===== config.mk =====
export PLATFORM = sky130hd
export DESIGN_NAME = ietc_ctrl
export DESIGN_NICKNAME = d
export VERILOG_FILES = /design/src/ietc_pkg.sv /design/src/ietc_chan.sv /design/src/ietc_ctrl.sv /design/src/ietc_edge.sv
export SDC_FILE = /design/constraint.sdc
export NUM_CORES = 2
export LEC_CHECK = 0
export BUFFER_PORTS_ARGS = -buffer_cell sky130_fd_sc_hd__buf_2
export CAP_MARGIN = 20
export CORE_MARGIN = 5
export CORE_UTILIZATION = 30
export CTS_BUF_LIST = sky130_fd_sc_hd__clkbuf_16
export DETAILED_ROUTE_END_ITERATION = 16
export HOLD_SLACK_MARGIN = 0.02
export SYNTH_ARGS = -nofsm -noshare
export SYNTH_HDL_FRONTEND = slang
export SYNTH_HIERARCHICAL = 1
export SYNTH_SLANG_ARGS = --single-unit

===== constraint.sdc =====
create_clock -name ref_clk -period 65.4 [get_ports ref_clk]
set_input_delay 13.08 -clock ref_clk [delete_from_list [all_inputs] [get_ports ref_clk]]
set_output_delay 13.08 -clock ref_clk [all_outputs]
set_load 0.02 [all_outputs]

===== src/ietc_pkg.sv =====
/*
 * Shared constants and carriers of the interrupt and event transfer controller:
 * register offsets, field layouts, reset values, edge modes and timing counts.
 * Assumes a 32-bit APB register bus with 12 address bits.
 */
package ietc_pkg;
    localparam int NODE_COUNT = 16;
    localparam int CHAN_COUNT = 8;
    localparam int EXT_COUNT = 2;
    localparam int PTR_WIDTH = 24;
    localparam int NODE_W = 12;
    localparam int CT_W = 12;
    localparam logic [7:0] TRAP_BASE = 8'h10;
    localparam logic [15:0] ALT_MASK_DEF = 16'hF0FC;
    // Byte offsets; node n at OFS_NODE + 4*n, channel c at OFS_CHAN + 16*c
    localparam logic [11:0] OFS_NODE = 12'h000;
    localparam logic [11:0] OFS_CHAN = 12'h100;
    localparam logic [11:0] OFS_CPU_LEVEL = 12'h200;
    localparam logic [11:0] OFS_STATUS = 12'h204;
    localparam logic [11:0] OFS_MASK = 12'h208;
    localparam logic [11:0] OFS_TRAP = 12'h20C;
    localparam logic [11:0] OFS_EDGE = 12'h210;
    // Word select inside one channel
    localparam logic [1:0] CH_SRC = 2'h0;
    localparam logic [1:0] CH_DST = 2'h1;
    localparam logic [1:0] CH_CTL = 2'h2;
    // Reset values
    localparam logic [3:0] CPU_LEVEL_RST = 4'h0;
    localparam logic [7:0] MASK_RST = 8'h00;
    localparam logic [3:0] EDGE_RST = 4'h0;
    // CPU clocks of the minimum response, without and with jump cache
    localparam int RESP_CLK_FAST = 7;
    localparam int RESP_CLK_CACHE = 11;

    typedef enum logic [1:0] {
        EDGE_OFF = 2'b00,
        EDGE_RISE = 2'b01,
        EDGE_FALL = 2'b10,
        EDGE_BOTH = 2'b11
    } ietc_edge_t;

    // Node control word, bits 11..0
    typedef struct packed {
        logic [2:0] chan;
        logic useEngine;
        logic request;
        logic enable;
        logic [1:0] zero;
        logic [3:0] prio;
    } ietc_node_t;

    // Channel control word, bits 11..0
    typedef struct packed {
        logic continuous;
        logic incDst;
        logic incSrc;
        logic wordSize;
        logic [7:0] count;
    } ietc_chctl_t;
endpackage


===== src/ietc_chan.sv =====
/*
 * One event transfer channel: source and destination pointers, counter and
 * mode bits. Assumes a register write and a service never need both to act.
 */
`timescale 1ns/10ps
module ietc_chan
    import ietc_pkg::*;
#(
    parameter int PTR_W = PTR_WIDTH
) (
    input wire logic ref_clk, // System clock
    input wire logic rst_n, // Async reset, active low
    input wire logic wrEn, // Register write strobe
    input wire logic [1:0] wrWord, // Word within channel
    input wire logic [31:0] wdata, // Write data
    input wire logic serve, // One transfer done this cycle
    output logic [PTR_W-1:0] srcPtr, // Source pointer
    output logic [PTR_W-1:0] dstPtr, // Destination pointer
    output ietc_chctl_t ctl // Counter and mode
);
    typedef struct packed {
        logic [PTR_W-1:0] src;
        logic [PTR_W-1:0] dst;
        ietc_chctl_t ctl;
    } ietc_chst_t;

    ietc_chst_t r, n;
    logic [PTR_W-1:0] step;

    assign step = r.ctl.wordSize ? PTR_W'(2) : PTR_W'(1);

    always_comb begin
        n = r;
        // Software reload wins so a reprogrammed block starts clean
        if (wrEn) begin
            case (wrWord)
                CH_SRC: n.src = wdata[PTR_W-1:0];
                CH_DST: n.dst = wdata[PTR_W-1:0];
                CH_CTL: n.ctl = ietc_chctl_t'(wdata[CT_W-1:0]);
                default: n = r;
            endcase
        end else if (serve) begin
            if (r.ctl.incSrc) begin
                n.src = r.src + step; // [RL5]
            end
            if (r.ctl.incDst) begin
                n.dst = r.dst + step; // [RL5]
            end
            if (!r.ctl.continuous) begin
                n.ctl.count = r.ctl.count - 8'h01; // [RL6]
            end
        end
    end

    always_ff @(posedge ref_clk or negedge rst_n) begin
        if (!rst_n) begin
            r <= '0;
        end else begin
            r <= n;
        end
    end

    assign srcPtr = r.src;
    assign dstPtr = r.dst;
    assign ctl = r.ctl;
endmodule


===== src/ietc_ctrl.sv =====
/*
 * Interrupt controller with eight event transfer channels, APB registers,
 * fast external inputs and a vectored request port to the CPU core.
 * Assumes request pulses on ref_clk from peripherals; the CPU acknowledges
 * a presented request with one cycle of cpuAck and then moves the data of
 * each transfer strobe in the stolen cycle.
 */
// Our own choices: the placing of the registers and the APB interface to the registers.
//
// Functional notes
// RL1 - Present accepted interrupt within seven clocks
// RL2 - Each node selects vectored or engine service
// RL3 - Vectored service branches to node vector
// RL4 - Engine service steals exactly one cycle
// RL5 - Move byte or word, bump chosen pointers
// RL6 - Counter decrements unless continuous mode
// RL7 - Counter at zero raises vectored interrupt
// RL8 - Eight independent transfer channels
// RL9 - Node word: request, enable, priority
// RL10 - Sixteen priority levels per node
// RL11 - Only strictly higher priority preempts
// RL12 - One dedicated vector per node
// RL13 - Vector is trap number times four
// RL14 - External inputs: rise, fall or both
// RL15 - Software trap invokes its numbered vector
// RL16 - Software may set any request bit
// RL17 - Some nodes merge two request sources
// RL18 - Highest pending level above CPU wins
`timescale 1ns/10ps
module ietc_ctrl
    import ietc_pkg::*;
#(
    parameter int NODES = NODE_COUNT,
    parameter int CHANS = CHAN_COUNT,
    parameter int EXTS = EXT_COUNT,
    parameter int PTR_W = PTR_WIDTH,
    parameter logic [NODES-1:0] ALT_MASK = ALT_MASK_DEF
) (
    input wire logic ref_clk, // 125 MHz system clock
    input wire logic rst_n, // Async reset, active low
    input wire logic psel, // APB select
    input wire logic penable, // APB access phase
    input wire logic pwrite, // APB direction
    input wire logic [11:0] paddr, // APB byte address
    input wire logic [31:0] pwdata, // APB write data
    output logic [31:0] prdata, // APB read data
    output logic pready, // APB ready
    output logic pslverr, // APB error, unmapped address
    input wire logic [NODES-1:0] periphReq, // Primary request pulses
    input wire logic [NODES-1:0] altReq, // Second source pulses
    input wire logic [EXTS-1:0] extPin, // Fast external pins
    input wire logic cpuAck, // CPU takes presented request
    output logic cpuReq, // Request presented to CPU
    output logic [7:0] cpuTrap, // Trap number presented
    output logic [15:0] cpuVector, // Vector offset presented
    output logic [3:0] cpuLevel, // Level of presented request
    output logic xferValid, // Stolen transfer cycle
    output logic xferWord, // Word rather than byte
    output logic [PTR_W-1:0] xferSrc, // Transfer source address
    output logic [PTR_W-1:0] xferDst, // Transfer destination address
    output logic irq // Channel completion interrupt
);
    localparam int IDX_W = $clog2(NODES);
    localparam int CH_W = $clog2(CHANS);
    localparam int RESP_HI = RESP_CLK_FAST;

    typedef struct packed {
        logic found;
        logic [3:0] prio;
        logic [IDX_W-1:0] idx;
    } ietc_pick_t;

    typedef struct packed {
        ietc_node_t [NODES-1:0] node;
        logic [3:0] runLevel;
        logic [CHANS-1:0] status;
        logic [CHANS-1:0] mask;
        logic [2*EXTS-1:0] edgeMode;
        logic trapPend;
        logic [7:0] trapNo;
        logic pready;
        logic pslverr;
        logic [31:0] prdata;
        logic req;
        logic fromTrap;
        logic [IDX_W-1:0] reqNode;
        logic [7:0] trap;
        logic [15:0] vector;
        logic [3:0] level;
        logic xValid;
        logic xWord;
        logic [PTR_W-1:0] xSrc;
        logic [PTR_W-1:0] xDst;
        logic irq;
    } ietc_state_t;

    ietc_state_t r, n;
    ietc_chctl_t [CHANS-1:0] chCtl;
    logic [CHANS-1:0][PTR_W-1:0] chSrc;
    logic [CHANS-1:0][PTR_W-1:0] chDst;
    logic [CHANS-1:0] chWr;
    logic [CHANS-1:0] chServe;
    logic [CHANS-1:0] doneEvt;
    logic [EXTS-1:0] extEvt;
    logic [NODES-1:0] extNode;
    logic [NODES-1:0] evt;
    logic [NODES-1:0] engOk;
    logic [NODES-1:0] vecCand;
    ietc_pick_t engPick;
    ietc_pick_t vecPick;
    logic [CH_W-1:0] engChan;
    logic access;
    logic wrAcc;
    logic rdAcc;
    logic nodeHit;
    logic chanHit;
    logic miscHit;
    logic ackNow;
    logic [IDX_W-1:0] nodeIdx;
    logic [CH_W-1:0] chanIdx;
    logic [7:0] vecTrap;

    function automatic logic [15:0] vecOf(input logic [7:0] trapNum);
        vecOf = {6'h00, trapNum, 2'b00}; // [RL13]
    endfunction

    // Ties go to the lowest node index
    function automatic ietc_pick_t pickBest(input logic [NODES-1:0] cand,
                                            input ietc_node_t [NODES-1:0] nd);
        ietc_pick_t p;
        p = '0;
        for (int i = 0; i < NODES; i++) begin
            if (cand[i] && (!p.found || (nd[i].prio > p.prio))) begin
                p.found = 1'b1;
                p.prio = nd[i].prio; // [RL10]
                p.idx = IDX_W'(i);
            end
        end
        return p;
    endfunction

    for (genvar c = 0; c < CHANS; c++) begin : g_chan
        ietc_chan #(
            .PTR_W(PTR_W)
        ) u_chan (
            .ref_clk(ref_clk),
            .rst_n(rst_n),
            .wrEn(chWr[c]),
            .wrWord(paddr[3:2]),
            .wdata(pwdata),
            .serve(chServe[c]),
            .srcPtr(chSrc[c]),
            .dstPtr(chDst[c]),
            .ctl(chCtl[c])
        ); // [RL8]
    end

    for (genvar e = 0; e < EXTS; e++) begin : g_ext
        ietc_edge u_edge (
            .ref_clk(ref_clk),
            .rst_n(rst_n),
            .pinIn(extPin[e]),
            .mode(ietc_edge_t'(r.edgeMode[2*e+:2])),
            .edgePulse(extEvt[e])
        );
    end

    // APB: answer one cycle after setup, so the access phase is one cycle
    assign access = psel & penable & r.pready;
    assign wrAcc = access & pwrite;
    assign rdAcc = access & ~pwrite;
    assign nodeHit = (paddr[11:8] == OFS_NODE[11:8]) && (int'(paddr[7:2]) < NODES) &&
                     (paddr[1:0] == 2'b00);
    assign chanHit = (paddr[11:8] == OFS_CHAN[11:8]) && (int'(paddr[7:4]) < CHANS) &&
                     (paddr[3:2] != 2'h3) && (paddr[1:0] == 2'b00);
    assign miscHit = (paddr == OFS_CPU_LEVEL) || (paddr == OFS_STATUS) ||
                     (paddr == OFS_MASK) || (paddr == OFS_TRAP) || (paddr == OFS_EDGE);
    assign nodeIdx = IDX_W'(paddr[7:2]);
    assign chanIdx = CH_W'(paddr[7:4]);
    assign extNode = NODES'(extEvt);
    assign evt = periphReq | (ALT_MASK & altReq) | extNode; // [RL17] [RL14]
    assign ackNow = cpuAck & r.req;

    always_comb begin
        for (int i = 0; i < NODES; i++) begin
            // A drained counter hands the node back to the vectored path
            engOk[i] = r.node[i].request && r.node[i].enable && r.node[i].useEngine &&
                       (chCtl[r.node[i].chan].continuous ||
                        (chCtl[r.node[i].chan].count != 8'h00)); // [RL2]
            vecCand[i] = r.node[i].request && r.node[i].enable && !engOk[i]; // [RL7]
        end
    end

    assign engPick = pickBest(engOk, r.node);
    assign vecPick = pickBest(vecCand, r.node); // [RL18]
    assign engChan = CH_W'(r.node[engPick.idx].chan);
    assign vecTrap = TRAP_BASE + 8'(vecPick.idx); // [RL12]

    always_comb begin
        for (int c = 0; c < CHANS; c++) begin
            chWr[c] = wrAcc && chanHit && (chanIdx == CH_W'(c));
            chServe[c] = engPick.found && (engChan == CH_W'(c)); // [RL4]
            doneEvt[c] = chServe[c] && !chWr[c] && !chCtl[c].continuous &&
                         (chCtl[c].count == 8'h01);
        end
    end

    always_comb begin
        n = r;
        n.pready = psel & ~penable & ~r.pready;
        n.pslverr = 1'b0;
        n.prdata = '0;
        if (psel && !penable) begin
            n.pslverr = !(nodeHit || chanHit || miscHit);
            if (nodeHit) begin
                n.prdata = 32'(r.node[nodeIdx]); // [RL9]
            end else if (chanHit) begin
                case (paddr[3:2])
                    CH_SRC: n.prdata = 32'(chSrc[chanIdx]);
                    CH_DST: n.prdata = 32'(chDst[chanIdx]);
                    default: n.prdata = 32'(chCtl[chanIdx]);
                endcase
            end else begin
                case (paddr)
                    OFS_CPU_LEVEL: n.prdata = 32'(r.runLevel);
                    OFS_STATUS: n.prdata = 32'(r.status);
                    OFS_MASK: n.prdata = 32'(r.mask);
                    OFS_TRAP: n.prdata = 32'({r.trapPend, r.trapNo});
                    OFS_EDGE: n.prdata = 32'(r.edgeMode);
                    default: n.prdata = '0;
                endcase
            end
        end

        // Node words: software write, then hardware clear, then set wins
        for (int i = 0; i < NODES; i++) begin
            if (wrAcc && nodeHit && (nodeIdx == IDX_W'(i))) begin
                n.node[i] = ietc_node_t'(pwdata[NODE_W-1:0]); // [RL9] [RL16]
                n.node[i].zero = 2'b00;
            end
            // Draining service keeps the request for the vectored path
            if (engPick.found && (engPick.idx == IDX_W'(i)) && !doneEvt[engChan]) begin
                n.node[i].request = 1'b0; // [RL7]
            end
            if (ackNow && !r.fromTrap && (r.reqNode == IDX_W'(i))) begin
                n.node[i].request = 1'b0;
            end
            if (evt[i]) begin
                n.node[i].request = 1'b1;
            end
        end

        // Read clears status; a completion in the same cycle survives
        n.status = (rdAcc && (paddr == OFS_STATUS)) ? '0 : r.status;
        n.status = n.status | doneEvt;
        if (wrAcc && (paddr == OFS_MASK)) begin
            n.mask = pwdata[CHANS-1:0];
        end
        if (wrAcc && (paddr == OFS_EDGE)) begin
            n.edgeMode = pwdata[2*EXTS-1:0];
        end
        if (wrAcc && (paddr == OFS_CPU_LEVEL)) begin
            n.runLevel = pwdata[3:0];
        end
        if (ackNow) begin
            n.runLevel = r.level; // [RL11]
            if (r.fromTrap) begin
                n.trapPend = 1'b0;
            end
        end
        if (wrAcc && (paddr == OFS_TRAP)) begin
            n.trapPend = 1'b1; // [RL15]
            n.trapNo = pwdata[7:0];
        end

        // Presentation is re-evaluated every cycle until taken
        n.req = 1'b0;
        if (!ackNow) begin
            if (r.trapPend) begin
                n.req = 1'b1;
                n.fromTrap = 1'b1;
                n.trap = r.trapNo;
                n.vector = vecOf(r.trapNo); // [RL15]
                n.level = r.runLevel;
            end else if (vecPick.found && (vecPick.prio > n.runLevel)) begin
                n.req = 1'b1; // [RL1] [RL11]
                n.fromTrap = 1'b0;
                n.reqNode = vecPick.idx;
                n.trap = vecTrap;
                n.vector = vecOf(vecTrap); // [RL3]
                n.level = vecPick.prio;
            end
        end

        // Transfer strobe holds the bus for exactly this one cycle
        n.xValid = engPick.found; // [RL4]
        n.xWord = chCtl[engChan].wordSize; // [RL5]
        n.xSrc = chSrc[engChan];
        n.xDst = chDst[engChan];
        n.irq = |(n.status & n.mask);
    end

    always_ff @(posedge ref_clk or negedge rst_n) begin
        if (!rst_n) begin
            r <= '0;
            r.runLevel <= CPU_LEVEL_RST;
            r.mask <= MASK_RST;
            r.edgeMode <= EDGE_RST;
        end else begin
            r <= n;
        end
    end

    assign prdata = r.prdata;
    assign pready = r.pready;
    assign pslverr = r.pslverr;
    assign cpuReq = r.req;
    assign cpuTrap = r.trap;
    assign cpuVector = r.vector;
    assign cpuLevel = r.level;
    assign xferValid = r.xValid;
    assign xferWord = r.xWord;
    assign xferSrc = r.xSrc;
    assign xferDst = r.xDst;
    assign irq = r.irq;
endmodule


===== src/ietc_edge.sv =====
/*
 * Fast external interrupt input: two-stage synchroniser and selectable
 * edge detection. Assumes an asynchronous pin and one clock domain.
 */
`timescale 1ns/10ps
module ietc_edge
    import ietc_pkg::*;
(
    input wire logic ref_clk, // System clock
    input wire logic rst_n, // Async reset, active low
    input wire logic pinIn, // Raw pin level
    input wire ietc_edge_t mode, // Edge selection
    output logic edgePulse // One-cycle detected edge
);
    typedef struct packed {
        logic s1;
        logic s2;
        logic s3;
        logic pulse;
    } ietc_edst_t;

    ietc_edst_t r, n;

    always_comb begin
        n = r;
        n.s1 = pinIn;
        n.s2 = r.s1;
        n.s3 = r.s2;
        n.pulse = (((mode == EDGE_RISE) || (mode == EDGE_BOTH)) && r.s2 && !r.s3) ||
                  (((mode == EDGE_FALL) || (mode == EDGE_BOTH)) && !r.s2 && r.s3); // [RL14]
    end

    always_ff @(posedge ref_clk or negedge rst_n) begin
        if (!rst_n) begin
            r <= '0;
        end else begin
            r <= n;
        end
    end

    assign edgePulse = r.pulse;
endmodule


# --- After elaboration in Yosys (flattened, before gate mapping) ---
# Index checks and enable logic that the tools add are counted.
totals:
  out_inout_bits: 114
  inputBits: 84
  regBits: 800
  elab_cells: 1061
classes:
  reduce_logical: 452
  n_mux: 237
  n_eq_ne: 114
  magnitude_cmp: 53
  bitwise_logic: 16
  addsub: 25
op_table:
  columns: ["cell", "count"]
  rows:
  - ["$mux 48", 16]
  - ["$bmux 12 s3", 18]
  - ["$mux 24", 22]
  - ["$mux 8", 50]
  - ["$add 24x24->24", 16]
  - ["$mux 9", 34]
  - ["$bmux 24 s3", 4]
  - ["$mux 12", 19]
  - ["$logic_and 1x1->1", 221]
  - ["$reduce_bool 8->1", 16]
  - ["$gt 4x4->1", 31]
  - ["$bmux 12 s4", 2]
  - ["$eq 4x4->1 const B", 24]
  - ["$reduce_and 3->1", 25]
  - ["$lt 3x4->1 const B", 18]
  - ["$logic_not 1->1", 70]
  - ["$mux 34", 2]
  - ["$eq 8x1->1 const B", 8]
  - ["$mux 32", 2]
  - ["$reduce_bool 4->1", 16]
  - ["$sub 8x1->8 const B", 8]
  - ["$eq 12x10->1 const B", 5]
  - ["$logic_or 1x1->1", 58]
  - ["$reduce_bool 2->1", 27]
  - ["33 further kinds", 185]

# --- Logic depth before layout (Yosys ltp) ---
logic_depth:
  ltp_word: 80
  ltp_mapped: 171
  ltp_nobuf: 163

# --- Cells and area by module ---
# The synthesis kept the hierarchy.
by_module_without_submodules:
  columns: ["mod", "instances", "cells_per_inst", "seq_area_each_um2", "area_per_inst_um2"]
  rows:
  - ["ietc_chan", 8, 446, 1501.4, 3804.9]
  - ["ietc_ctrl", 1, 2856, 7206.9, 28150.7]
  - ["ietc_edge", 2, 7, 100.1, 113.9]

# --- Least setup slack after synthesis ---
# Ideal clock, no wire load.
synth_path:
  kind: "register to register"
  startpoint: "register g_chan[6].u_chan.r, in the netlist g_chan[6].u_chan/ctl[4]"
  endpoint: "register g_chan[1].u_chan.r, in the netlist g_chan[1].u_chan/srcPtr[2]"
  setup_time_ns: 0.082
  arrival_ns: 28.727
  slack_ns: 36.591
  path_buffers: 8
  period_less_slack_ns: 28.809
  path_stages_with_launch: 157
  required_time_ns: 65.318
  cell_sequence: "dfrtp_1 or4_1 buf_2 nor3_1 a31oi_1 a2111o_1 and2_1 nand2_1 ha_1 nor2b_1 o21a_1 o21a_1 o21ai_0 a31oi_1 mux2_2 ha_1 nor2b_1 o21ai_0 [121 not listed] a21oi_1 a41o_1 a21o_1 nand3_1 inv_1 a211oi_1 nor3_1 o41ai_1 o21ai_1 nor4_4 clkbuf_1 buf_1 nor2_1 and3_1 nor2_1 clkbuf_1 a21oi_1 o22ai_1"
synth_between:
  elab_chain_cells: 72
  elab_cells_between_ends: 162
  cone_classes: "order compare (15); eq/ne (1); mux (50); reduce/logical (96)"
synth_lines:
  columns: ["item", "line_no", "rtl"]
  rows:
  - ["start: declaration", "ietc_chan.sv:27", "ietc_chst_t r, n;"]
  - ["start signal: assignment", "ietc_chan.sv:59", "r <= n;"]
  - ["$bmux 12 s3", "ietc_ctrl.sv:189", "(chCtl[r.node[i].chan].count != 8'h00));"]
  - ["$mux 12 (not written as such)", "ietc_ctrl.sv:189", null]
  - ["$reduce_bool 8->1", "ietc_ctrl.sv:189", null]
  - ["$logic_or 1x1->1", "ietc_ctrl.sv:188", "(chCtl[r.node[i].chan].continuous ||"]
  - ["$logic_and 1x1->1", "ietc_ctrl.sv:187", "engOk[i] = r.node[i].request && r.node[i].enable && r.node[i].useEngine &&"]
  - ["$mux 9", "ietc_ctrl.sv:133", "if (cand[i] && (!p.found || (nd[i].prio > p.prio))) begin"]
  - ["$gt 4x4->1 / $logic_not 1->1 (equally long branches)", "ietc_ctrl.sv:133", null]
  - ["$logic_or 1x1->1", "ietc_ctrl.sv:133", null]
  - ["[57 not listed]", null, null]
  - ["$mux 9 (*)", "ietc_ctrl.sv:133", null]
  - ["$bmux 12 s4", "ietc_ctrl.sv:196", "assign engChan = CH_W'(r.node[engPick.idx].chan);"]
  - ["$mux 12 (not written as such)", "ietc_ctrl.sv:196", null]
  - ["$eq 3x1->1", "ietc_ctrl.sv:202", "chServe[c] = engPick.found && (engChan == CH_W'(c));"]
  - ["$logic_and 1x1->1 (*)", "ietc_ctrl.sv:202", null]
  - ["via chServe[1]", "ietc_ctrl.sv:102", "logic [CHANS-1:0] chServe;"]
  - ["$reduce_bool 2->1 (no line) (*)", null, null]
  - ["$reduce_and 3->1 (no line) (*)", null, null]
  - ["end signal: assignment", "ietc_chan.sv:59", null]
  - ["end: declaration", "ietc_chan.sv:27", null]
# Mark *: on every way through the listed nets, which the timed path passes. The rest lies on a longest branch. The select of a mux whose other input is x is not followed.
# A chain may end at the register's enable or synchronous reset.

# --- Final worst setup path ---
layout_path:
  startpoint: "register g_chan[3].u_chan.r, in the netlist g_chan[3].u_chan/ctl[4]"
  endpoint: "register g_chan[0].u_chan.r, in the netlist g_chan[0].u_chan/dstPtr[14]"
layout_between:
  elab_chain_cells: 72
  elab_cells_between_ends: 162
  cone_classes: "order compare (15); mux (50); reduce/logical (97)"
layout_lines:
  columns: ["item", "line_no"]
  rows:
  - ["start: declaration", "ietc_chan.sv:27"]
  - ["start signal: assignment", "ietc_chan.sv:59"]
  - ["$bmux 12 s3", "ietc_ctrl.sv:189"]
  - ["$mux 12 (not written as such)", "ietc_ctrl.sv:189"]
  - ["$reduce_bool 8->1", "ietc_ctrl.sv:189"]
  - ["$logic_or 1x1->1", "ietc_ctrl.sv:188"]
  - ["$logic_and 1x1->1", "ietc_ctrl.sv:187"]
  - ["$mux 9", "ietc_ctrl.sv:133"]
  - ["$gt 4x4->1 / $logic_not 1->1 (equally long branches)", "ietc_ctrl.sv:133"]
  - ["$logic_or 1x1->1", "ietc_ctrl.sv:133"]
  - ["[57 not listed]", null]
  - ["$mux 9 (*)", "ietc_ctrl.sv:133"]
  - ["$bmux 12 s4", "ietc_ctrl.sv:196"]
  - ["$mux 12 (not written as such)", "ietc_ctrl.sv:196"]
  - ["$logic_not 3->1", "ietc_ctrl.sv:202"]
  - ["$logic_and 1x1->1 (*)", "ietc_ctrl.sv:202"]
  - ["via chServe[0]", "ietc_ctrl.sv:102"]
  - ["$reduce_bool 2->1 (no line) (*)", null]
  - ["$reduce_and 3->1 (no line) (*)", null]
  - ["end signal: assignment", "ietc_chan.sv:59"]
  - ["end: declaration", "ietc_chan.sv:27"]
# Marks and branches as above.

==> metrics.md <==
| Metric | Value |
|---|---|
| Critical Path Fanout Max | 45 |
| Mapped Cells | ~6400 |
| WL final | approximately 230 mm |
| CTS H-tree depth | 3 |
| Post-CTS sizing | 0 |
| Number of buffers created by CTS | slightly below 90 |
| # hold bufs at CTS | 0 |
| Fin. max-slew vios | 0 |
| CP Launch Point | g_chan[3].u_chan/ctl[4] |
| Hold Crit Class | flip-flop to flip-flop |
| CP max stage cell | nand2_1 |
| Vias | approximately 55000 |
| Final Setup Violations | 0 |
| Power Density | 16.43 nW/um^2 |
| Sequential cell area fraction in the yosys report | roughly 33% |
| Maximum VDD drop | 0.02048 mV |
| Pre-antenna DRT Iters | 9 |
| Row count | around 160 |
| EDFF count, synth | 0 |
| Top_reg_cell synth | dfrtp_1 |
| Count leader, synth | dfrtp_1 |
| Routability cong. | 0.9324 |
| Largest net degree at the start of global routing | 110 |
| # clock sinks | approximately 780 |
| Ports | 198 |
| Layout cells sized above 1 | 16.16% |
| Synthesized cell area | 58820 um^2 |
| Clk_skew | between 0.03 and 0.04 ns |
| Cell chosen for the clock root | clkbuf_16 |
| Die Wd | 452.8 um |
| Outcome | finished clean |
| F_max | about 27 MHz |
| Register-to-Register Setup Slack | 28.61 ns |
| DR DRC count | 0 |
| CP peak stage delay | 0.92 ns |
| Share of the synthesized area in the top cell type | 33.01% |
| WL per Instance | 25.85 um |
| Reg2reg end | g_chan[0].u_chan/dstPtr[14] |
| Worst-Margin Slew | ~1.2 ns |
| Synth Warn # | 6 |
| Initial antenna violation count | 17 |
| Async set or reset register ratio after synthesis | 100.0% |
| Post-CTS setup buffer count | 0 |
| RSZ-0062 raised after global routing | no |
| Leading area contributor after synthesis | dfrtp_1 |
| Top cells by count, synth | dfrtp_1 (776), a21oi_1 (605), nand2_1 (564), nor2_1 (412), mux2i_1 (353) |
| CTS Buffer Depth | 3 |
| Critical Path AT | 37.46 ns |
| RR Startpoint | g_chan[3].u_chan/ctl[4] |
| Worst slack at placement | ~30 ns |
| Port Buf Inserts | 167 |
| Type of origin of the critical path | flip-flop |
| Final worst path period need | 36.79 ns |
| Cell mode on critical path | a21oi_1 |
| Layout area overhead | 9.296% |
| Required time worst endpoint | 66.06 ns |
| Total track usage | between 20 and 25% |
| CTS tree | built |
| Via/cell ratio | 6.116 |
| Top area cells in the synthesized netlist | dfrtp_1 (33%), mux4_2 (8.0%), mux2i_1 (6.0%) |
| Routed Antenna Nets | 0 |
| Die Y | roughly 450 um |
| Syn_area_per_cell | a little over 9 um^2 |
| Die Area | between 200000 and 250000 um^2 |
| Cell variety after synth | between 100 and 150 |
| Hold Vio Cnt, Final | 0 |
| Dpl hpwl | between 150 and 200 mm |
| NumNets Final | approximately 6600 |
| Clk pin slew, worst setup/hold paths | approximately 0.070 ns |
| Skew-Pair Late Insertion Delay | 0.73 ns |
| Setup_tns | 0 ns |
| First-pass GRT wire length | 343.0 mm |
| Min-delay src | g_ext[1].u_edge/n[2] |
| Max_cap viols | 0 |
| Post-synthesis register bit count | 776 |
| Vias in the first global route | 50998 |
| CP endpoint kind | flip-flop |
| Core area | approximately 190000 um^2 |
| Worst Setup EP | g_chan[0].u_chan/dstPtr[14] |
| Slew margin rel. | about a fifth |
| P_leak | 27.11 nW |
| Initial Utilization | 30.16% |
| R2R depth | between 150 and 200 |
| Worst setup margin | 28.61 ns |
| Final worst-path cycle share | a little under three fifths |
| Overflow after GRT | 0 |
| CP Class | flip-flop to flip-flop |
| DR iter-0 viols | ~6900 |
[kinds of logic (layout without fill, tap and decap cells)]
| kind of cell | Yosys count | in the layout | synth area share [%] |
|---|---|---|---|
| AOI/OAI and AO/OA | 1763 | 1763 | 19.11 |
| adders and majority gates | 174 | 174 | 3.901 |
| and+or+nand+nor | 2146 | 2146 | 19.00 |
| DFF | 776 | 776 | 33.01 |
| buffers and inverters | 764 | 684 | 6.118 |
| muxes | 814 | 814 | 18.85 |
| other | 1 | 19 | 0.006376 |
[cell usage in the layout (no fill, tap or decap), types with 87 or more instances in the layout]
master / netlist / routed
a21oi_1: 605 / 605
buf_2: 80 / 164
buf_4: 120 / 108
clkbuf_16: 0 / 92
dfrtp_1: 776 / 776
ha_1: 157 / 157
inv_1: 238 / 254
mux2_2: 251 / 251
mux2i_1: 353 / 353
mux4_2: 210 / 210
nand2_1: 564 / 564
nand3_1: 238 / 238
nand4_1: 93 / 93
nor2_1: 412 / 406
nor2b_1: 87 / 87
nor3_1: 210 / 205
o21ai_0: 323 / 323
o22ai_1: 171 / 171
[sequential cells by signal (all words and copies together), names as in the netlist, 2 cells and up]
signal                  flops
g_ext.u_edge/edgePulse      2
xferDst                    24
g_chan.u_chan/dstPtr      192
g_ext.u_edge/n              4
xferSrc                    24
cpuLevel                    4
g_ext.u_edge/r              2
cpuTrap                     7
g_chan.u_chan/srcPtr      192
prdata                     24
r                         198
g_chan.u_chan/ctl          96
[stage by stage]
step,util [%],cell area [um^2],hold WS [ns],cells,power [mW]
5_1_grt,32.97,64280,0.3568,8999,1.083
4_1_cts,32.92,64200,0.3560,8991,1.063
2_1_floorplan,-,58870,0.3312,6453,0.5063
3_3_place_gp,31.40,61230,0.3369,8824,0.5385
3_5_place_dp,31.41,61240,0.3427,8826,0.5387
6_report,32.97,64290,0.3502,9000,1.056
[final cells by class]
cell class	instances	area (um^2)
antenna	3	7.507
clock buffer	92	2302
clock inverter	73	653.1
fill	20039	130700
inverter	239	899.6
multi-input combinational	4913	35970
sequential	776	19420
tap	2624	3283
timing repair buffer	280	1749
[report_power, final]
part / total, mW / switching [mW] / internal, mW / leakage [nW]
Combinational: 0.0499 / 0.0394 / 0.0105 / 15.8
Sequential: 0.481 / 0.000334 / 0.480 / 9.78
Clock: 0.526 / 0.230 / 0.296 / 1.51
[worst min path at each step]
stage / end / slack [ns] / depth (start not counted)
floorplan: g_ext[0].u_edge/n[1] / 0.33 / 0
global placement: g_ext[1].u_edge/n[1] / 0.34 / 0
detailed placement: g_ext[1].u_edge/n[1] / 0.34 / 0
CTS: g_ext[1].u_edge/n[1] / 0.36 / 0
global route: g_ext[0].u_edge/n[1] / 0.36 / 0
finish: g_ext[1].u_edge/n[1] / 0.35 / 0
[layer usage]
metal	wire, um	track usage (%)	vias up
li1	-	-	23978
met1	92980	29.11	27395
met2	102600	33.15	3012
met3	22310	4.509	647
met4	14660	11.47	8
met5	65	0	-
[critical path: cells and delay by family, from the launching register on]
kind	cells	cell delay, ns
buf+inv	10	1.30
fa+ha+maj	16	4.66
mux	6	2.14
compound gates	74	17.61
simple gates	49	10.42
flops	1	0.45
No activity file was read; power rests on OpenSTA's default activity.
